==> src/rtl/gpfp_pkg.sv <==
// constants for the gpio port with fast core-port alias
package gpfp_pkg;
    // ------------------------------------------------------------
    // register offsets (byte addresses within a port window)
    // ------------------------------------------------------------
    localparam logic [7:0] OFS_OUT_LATCH = 8'h00;
    localparam logic [7:0] OFS_OUT_SET   = 8'h04;
    localparam logic [7:0] OFS_OUT_CLR   = 8'h08;
    localparam logic [7:0] OFS_OUT_TGL   = 8'h0C;
    localparam logic [7:0] OFS_IN_DATA   = 8'h10;
    localparam logic [7:0] OFS_DIR       = 8'h14;
    // ------------------------------------------------------------
    // reset values and core-port window
    // ------------------------------------------------------------
    localparam logic [31:0] RST_OUT_LATCH = 32'h0000_0000;
    localparam logic [31:0] RST_DIR       = 32'h0000_0000;
    localparam logic [31:0] RST_IN_DATA   = 32'h0000_0000;
    localparam logic [31:0] CORE_PORT_BASE = 32'hF800_0000;
    localparam logic [31:0] CORE_PORT_MASK = 32'hFFFF_FF00;
endpackage

==> src/rtl/gpfp_port.sv <==
// gpio port top: wishbone slave, single-cycle core port alias, pin drive
`timescale 1ns/1ps
module gpfp_port #(
    parameter int WIDTH = 32
) (
    input  wire logic             clk_i,
    input  wire logic             rst_i,
    // classic wishbone slave (system bus view)
    input  wire logic             cyc_i,
    input  wire logic             stb_i,
    input  wire logic             we_i,
    input  wire logic [7:0]       adr_i,
    input  wire logic [3:0]       sel_i,
    input  wire logic [31:0]      dat_i,
    output logic      [31:0]      dat_o,
    output logic                  ack_o,
    output logic                  err_o,
    // single-cycle core port
    input  wire logic             cp_sel_i,
    input  wire logic             cp_we_i,
    input  wire logic [31:0]      cp_addr_i,
    input  wire logic [31:0]      cp_wdata_i,
    output logic      [31:0]      cp_rdata_o,
    output logic                  cp_hit_o,
    // system state
    input  wire logic             compute_only_i,
    input  wire logic             port_ctrl_en_i,
    input  wire logic [WIDTH-1:0] gpio_func_i,
    // pins
    input  wire logic [WIDTH-1:0] pin_i,
    output logic      [WIDTH-1:0] pin_o,
    output logic      [WIDTH-1:0] pin_oe_o
);
    // --------------------------------------------------------
    // elaboration check
    // --------------------------------------------------------
    if (WIDTH < 1 || WIDTH > 32) begin : g_bad_width
        $error("gpfp_port: WIDTH must be 1..32");
    end

    logic [WIDTH-1:0] pin_m_q, pin_s_q;
    logic [WIDTH-1:0] latch, dir, indata;
    logic [WIDTH-1:0] sample_en;
    logic             cp_hit, bus_req, bus_ok, bus_grant;
    logic             reg_we;
    logic [7:0]       reg_ofs;
    logic [31:0]      reg_wdat;
    logic [31:0]      bus_wmask;
    logic             ack_q, ack_d;
    logic             err_q, err_d;
    logic [31:0]      bdat_q, bdat_d;
    logic [31:0]      cpdat_q, cpdat_d;

    // --------------------------------------------------------
    // pin synchroniser, two flops
    // --------------------------------------------------------
    always_ff @(posedge clk_i) begin
        if (rst_i) begin
            pin_m_q <= '0;
            pin_s_q <= '0;
        end else begin
            pin_m_q <= pin_i;
            pin_s_q <= pin_m_q;
        end
    end

    // sampling runs only with port control clocked and out of compute-only
    assign sample_en = {WIDTH{port_ctrl_en_i & ~compute_only_i}};

    // --------------------------------------------------------
    // decode and arbitration
    // --------------------------------------------------------
    function automatic logic ofs_mapped(input logic [7:0] o);
        ofs_mapped = (o == gpfp_pkg::OFS_OUT_LATCH) || (o == gpfp_pkg::OFS_OUT_SET)
                  || (o == gpfp_pkg::OFS_OUT_CLR) || (o == gpfp_pkg::OFS_OUT_TGL)
                  || (o == gpfp_pkg::OFS_IN_DATA) || (o == gpfp_pkg::OFS_DIR);
    endfunction

    function automatic logic [31:0] read_word(input logic [7:0] o,
                                              input logic [WIDTH-1:0] l,
                                              input logic [WIDTH-1:0] d,
                                              input logic [WIDTH-1:0] i);
        read_word = 32'h0000_0000; // set/clear/toggle read zero
        if (o == gpfp_pkg::OFS_OUT_LATCH) read_word[WIDTH-1:0] = l;
        if (o == gpfp_pkg::OFS_DIR)       read_word[WIDTH-1:0] = d;
        if (o == gpfp_pkg::OFS_IN_DATA)   read_word[WIDTH-1:0] = i;
    endfunction

    assign cp_hit = cp_sel_i
        && ((cp_addr_i & gpfp_pkg::CORE_PORT_MASK) == gpfp_pkg::CORE_PORT_BASE);
    assign bus_req   = cyc_i && stb_i && !ack_q && !err_q;
    assign bus_ok    = !compute_only_i && ofs_mapped(adr_i);
    assign bus_grant = bus_req && bus_ok && !cp_hit;

    // byte lanes of the bus write
    always_comb begin
        for (int b = 0; b < 4; b++) begin
            bus_wmask[8*b +: 8] = {8{sel_i[b]}};
        end
    end

    // one shared write port: core port first, then bus
    always_comb begin
        reg_we   = 1'b0;
        reg_ofs  = adr_i;
        reg_wdat = 32'h0000_0000;
        if (cp_hit) begin
            reg_we   = cp_we_i;
            reg_ofs  = cp_addr_i[7:0];
            reg_wdat = cp_wdata_i;
        end else if (bus_grant && we_i) begin
            reg_we  = 1'b1;
            reg_ofs = adr_i;
            // partial writes merge with the latch/dir image; strobes use zero lanes
            if (adr_i == gpfp_pkg::OFS_OUT_LATCH) begin
                reg_wdat = (dat_i & bus_wmask) | ({{(32-WIDTH){1'b0}}, latch} & ~bus_wmask);
            end else if (adr_i == gpfp_pkg::OFS_DIR) begin
                reg_wdat = (dat_i & bus_wmask) | ({{(32-WIDTH){1'b0}}, dir} & ~bus_wmask);
            end else begin
                reg_wdat = dat_i & bus_wmask;
            end
        end
    end

    gpfp_regs #(
        .WIDTH (WIDTH)
    ) u_regs (
        .clk_i       (clk_i),
        .rst_i       (rst_i),
        .we_i        (reg_we),
        .ofs_i       (reg_ofs),
        .wdat_i      (reg_wdat[WIDTH-1:0]),
        .pin_sync_i  (pin_s_q),
        .sample_en_i (sample_en),
        .latch_o     (latch),
        .dir_o       (dir),
        .indata_o    (indata)
    );

    // --------------------------------------------------------
    // answers: bus ack one cycle after grant, err one cycle after a refused request, core data next edge
    // --------------------------------------------------------
    always_comb begin
        ack_d   = bus_grant;
        err_d   = bus_req && !bus_ok && !cp_hit;
        bdat_d  = bdat_q;
        cpdat_d = cpdat_q;
        if (bus_grant && !we_i) begin
            bdat_d = read_word(adr_i, latch, dir, indata);
        end
        if (cp_hit && !cp_we_i) begin
            cpdat_d = read_word(cp_addr_i[7:0], latch, dir, indata);
        end
    end

    always_ff @(posedge clk_i) begin
        if (rst_i) begin
            ack_q   <= 1'b0;
            err_q   <= 1'b0;
            bdat_q  <= 32'h0000_0000;
            cpdat_q <= 32'h0000_0000;
        end else begin
            ack_q   <= ack_d;
            err_q   <= err_d;
            bdat_q  <= bdat_d;
            cpdat_q <= cpdat_d;
        end
    end

    assign ack_o      = ack_q;
    assign err_o      = err_q;
    assign dat_o      = bdat_q;
    assign cp_rdata_o = cpdat_q;
    assign cp_hit_o   = cp_hit;

    // --------------------------------------------------------
    // pin drive
    // --------------------------------------------------------
    assign pin_oe_o = gpio_func_i & dir;
    assign pin_o    = gpio_func_i & latch;
endmodule

==> src/rtl/gpfp_regs.sv <==
// shared register core: one write port, latch, direction and input data output straight from their flops
`timescale 1ns/1ps
module gpfp_regs #(
    parameter int WIDTH = 32
) (
    input  wire logic             clk_i,
    input  wire logic             rst_i,
    input  wire logic             we_i,
    input  wire logic [7:0]       ofs_i,
    input  wire logic [WIDTH-1:0] wdat_i,
    input  wire logic [WIDTH-1:0] pin_sync_i,
    input  wire logic [WIDTH-1:0] sample_en_i,
    output logic      [WIDTH-1:0] latch_o,
    output logic      [WIDTH-1:0] dir_o,
    output logic      [WIDTH-1:0] indata_o
);
    logic [WIDTH-1:0] latch_q, latch_d;
    logic [WIDTH-1:0] dir_q, dir_d;
    logic [WIDTH-1:0] in_q, in_d;

    // --------------------------------------------------------
    // next values of latch, direction and input data
    // --------------------------------------------------------
    always_comb begin
        latch_d = latch_q;
        dir_d   = dir_q;
        if (we_i) begin
            unique case (ofs_i)
                gpfp_pkg::OFS_OUT_LATCH: latch_d = wdat_i;
                gpfp_pkg::OFS_OUT_SET:   latch_d = latch_q | wdat_i;
                gpfp_pkg::OFS_OUT_CLR:   latch_d = latch_q & ~wdat_i;
                gpfp_pkg::OFS_OUT_TGL:   latch_d = latch_q ^ wdat_i;
                gpfp_pkg::OFS_DIR:       dir_d   = wdat_i;
                default: ;
            endcase
        end
        // per-bit freeze of input sampling
        in_d = (pin_sync_i & sample_en_i) | (in_q & ~sample_en_i);
    end

    // registers
    always_ff @(posedge clk_i) begin
        if (rst_i) begin
            latch_q <= gpfp_pkg::RST_OUT_LATCH[WIDTH-1:0];
            dir_q   <= gpfp_pkg::RST_DIR[WIDTH-1:0];
            in_q    <= gpfp_pkg::RST_IN_DATA[WIDTH-1:0];
        end else begin
            latch_q <= latch_d;
            dir_q   <= dir_d;
            in_q    <= in_d;
        end
    end

    assign latch_o  = latch_q;
    assign dir_o    = dir_q;
    assign indata_o = in_q;
endmodule

==> config.mk <==
export PLATFORM = sky130hd
export DESIGN_NAME = gpfp_port
export DESIGN_NICKNAME = d
export VERILOG_FILES = /design/src/rtl/gpfp_pkg.sv /design/src/rtl/gpfp_port.sv /design/src/rtl/gpfp_regs.sv
export SDC_FILE = /design/constraint.sdc
export NUM_CORES = 1
export LEC_CHECK = 0
export BUFFER_PORTS_ARGS = -buffer_cell sky130_fd_sc_hd__buf_2
export CAP_MARGIN = 30
export CORE_MARGIN = 1.5
export CORE_UTILIZATION = 35
export DETAILED_ROUTE_END_ITERATION = 6
export PLACE_DENSITY_LB_ADDON = 0.1
export SYNTH_ARGS = -nofsm -noshare
export SYNTH_HDL_FRONTEND = slang
export SYNTH_HIERARCHICAL = 1
export SYNTH_SLANG_ARGS = --single-unit
==> constraint.sdc <==
create_clock -name clk_i -period 5.38 [get_ports clk_i]
set_input_delay 0.807 -clock clk_i [delete_from_list [all_inputs] [get_ports clk_i]]
set_output_delay 0.807 -clock clk_i [all_outputs]
set_load 0.02 [all_outputs]
==> results_dict.tcl <==
set metrics [dict create \
    layout-drive-gt1-share_pct 27.4 \
    clkTransAtPathRegs_ns 0.06 \
    port_buffers 311 \
    grt_pass1_vias 11800 \
    timing.rr.start "err_o" \
    path_max_fanout 26 \
    syn_to_final_growth_pct 21.9 \
    tns_ns 0 \
    hpwl_um 31200 \
    yosys_warnings 6 \
    die-area_um2 38500 \
    clockBufferDepth 3 \
    start_kind "primary input" \
    synth.distinct_cells 45 \
    syn_inst 1474 \
    leakage_uw 0.00613 \
    whs_ns 0.435 \
    final_common_cell "buf_2" \
    setup_violations 0 \
    finalNetCount 1940 \
    final_cell_mix "buf_2, dfxtp_1" \
    cp.arrival_ns 4.24 \
    wire_per_inst_um 21.5 \
    ctsResizeCount 0 \
    min_to "pin_s_q[23]" \
    core_area_um2 36700 \
    hold_start "pin_m_q[23]" \
    cts_tree "yes" \
    fin_util_pct 43.4 \
    status "completed" \
    syn-mean-instance-area_um2 8.86 \
    vias_per_cell 5.52 \
    synth_nets 1719 \
    max_freq_ghz 0.259 \
    synth_edf_count 0 \
    die_w_um 196 \
    post_cts_buffers 0 \
    synth-main-ff-cell "dfxtp_1" \
    finalCritPeriodShare_pct 71.8 \
    clock_latency_ns 0.56 \
    grtUsageTotal_pct 23.7 \
    start_util_pct 35.6 \
    ys_seq_area_share_pct 34.6 \
    critPathCaptureType "register" \
    crit_type "primary input to register" \
    overflow 0 \
    holdPathStages 1 \
    vias 12100 \
    seq_area_um2 4520 \
    rows 70 \
    cts_root_buffer "clkbuf_16" \
    antenna_found_initial 3 \
    p_total_uw 4130 \
    reg2reg_depth 8 \
    worst_pin_slew_ns 1.00 \
    cts_buffers 27 \
    vdd_drop_max_mv 0.207 \
    skew_ns 0.0343 \
    maxSlewViolCount 0 \
    multiInputGateArea_um2 7780 \
    grt_max_degree 182 \
    antenna_left 0 \
    ios 312 \
    drtIter0Drc 839 \
    drv_cap 0 \
    power_density_nw_per_um2 259 \
    r2r_slack_ns 2.49 \
    finalCriticalPeriod_ns 3.86 \
    grt_pass1_wl_um 71200 \
    hp-class "register to register" \
    hold_viol 0 \
    netlist_area_um2 13100 \
    finalWirelength_um 47000 \
    reg2reg_to "u_regs/latch_o[4]" \
    drc_errors 0 \
    cts_num_sinks 226 \
    htree_levels 1 \
    final.fill_count 3671 \
    max_slew_margin_pct 33.1 \
    ys_ff_latch 226 \
    cts.hold.buffers_added 0 \
    ys_async_sr_fraction_pct 0 \
    place_congestion 0.807 \
    die_h_um 196 \
    firstDrtPassIters 5 \
    rsz0062_at_grt "false" \
    antenna_cells 0 \
    required_ns 5.76 \
]
metal layers:
layer  up-vias  global-route usage, %  part of all wire, %  wire length [um]
met5         -                      0                0.098                46
met4         6                   7.55                  3.0              1400
met3        84                   3.34                  5.6              2640
met2       433                   39.5                   47             21900
met1      5836                   31.6                   45             21000
li1       5705                      -                    -                 -
cell usage after synthesis, types with 24 or more instances:
cell / number / share of area (%)
dfxtp_1: 226 / 35
nor2b_1: 99 / 4.7
mux2i_1: 96 / 7.4
nand2_1: 96 / 2.8
nand2b_1: 96 / 4.6
clkbuf_1: 94 / 2.7
and2_1: 65 / 3.1
a21oi_1: 64 / 2.5
ha_1: 64 / 6.1
inv_1: 64 / 1.8
o31ai_1: 64 / 3.7
mux2_2: 40 / 3.4
nor2_1: 36 / 1.0
nand3_1: 33 / 1.3
nand4_1: 33 / 1.6
a211oi_1: 32 / 1.8
a22oi_1: 32 / 1.8
a311oi_1: 32 / 2.1
a32oi_1: 32 / 2.1
o21ai_0: 32 / 1.2
o31a_1: 32 / 2.1
o2bb2ai_2: 27 / 3.1
buf_2: 24 / 0.92
worst max-delay path by stage:
stage / cells past startpoint / start / slack, ns / to
6_report: 10 / cp_addr_i[9] / 1.52 / u_regs/dir_o[14]
5_1_grt: 11 / cp_addr_i[12] / 1.21 / u_regs/latch_o[16]
4_1_cts: 11 / cp_addr_i[9] / 1.51 / u_regs/latch_o[23]
3_5_place_dp: 11 / cp_addr_i[9] / 0.94 / u_regs/latch_o[18]
3_3_place_gp: 11 / cp_addr_i[9] / 1.05 / u_regs/latch_o[16]
2_1_floorplan: 3 / compute_only_i / 2.03 / register
per-stage QoR:
| step | setup slack, ns | area, um^2 | std cells |
|---|---|---|---|
| 2_1_floorplan | 2.03 | 13100 | 1474 |
| 3_3_place_gp | 1.05 | 14900 | 2133 |
| 3_5_place_dp | 0.942 | 14900 | 2134 |
| 4_1_cts | 1.51 | 15900 | 2184 |
| 5_1_grt | 1.21 | 15900 | 2184 |
| 6_report | 1.52 | 15900 | 2184 |
cell families (layout without fill, tap and decap cells):
| kind of cell | count (synthesis) | count (layout) | share of synthesized area [%] |
|---|---|---|---|
| AO/OA/AOI/OAI | 356 | 356 | 21.1 |
| adder cells (fa/ha/maj) | 64 | 64 | 6.13 |
| buffers and inverters | 207 | 449 | 6.58 |
| flip-flops | 226 | 226 | 34.6 |
| multiplexers | 136 | 136 | 10.8 |
| AND/OR/NAND/NOR | 485 | 485 | 20.7 |
critical path: stages:
cell and delay, ns:
buf_2 0.11, nor4b_1 0.30, nand4_1 0.39, nor2_4 0.37, buf_4 0.32, mux2_2 0.57
nand4bb_2 0.62, buf_4 0.41, o31ai_1 0.22, a21oi_1 0.10
where the power goes:
group,total [uW],internal (uW),switching (uW)
sequential,1710,1700,10.9
combinational,322,120,202
clock,2100,1320,782
area by class of cell:
cell class | count | share of cell area [%]
multi-input combinational | 1041 | 48.9
sequential | 226 | 28.4
timing repair buffer | 335 | 11.2
clock buffer | 35 | 4.68
tap | 468 | 3.68
clock inverter | 15 | 1.70
inverter | 64 | 1.51
Note: power is estimated with default switching activity, not from simulation.
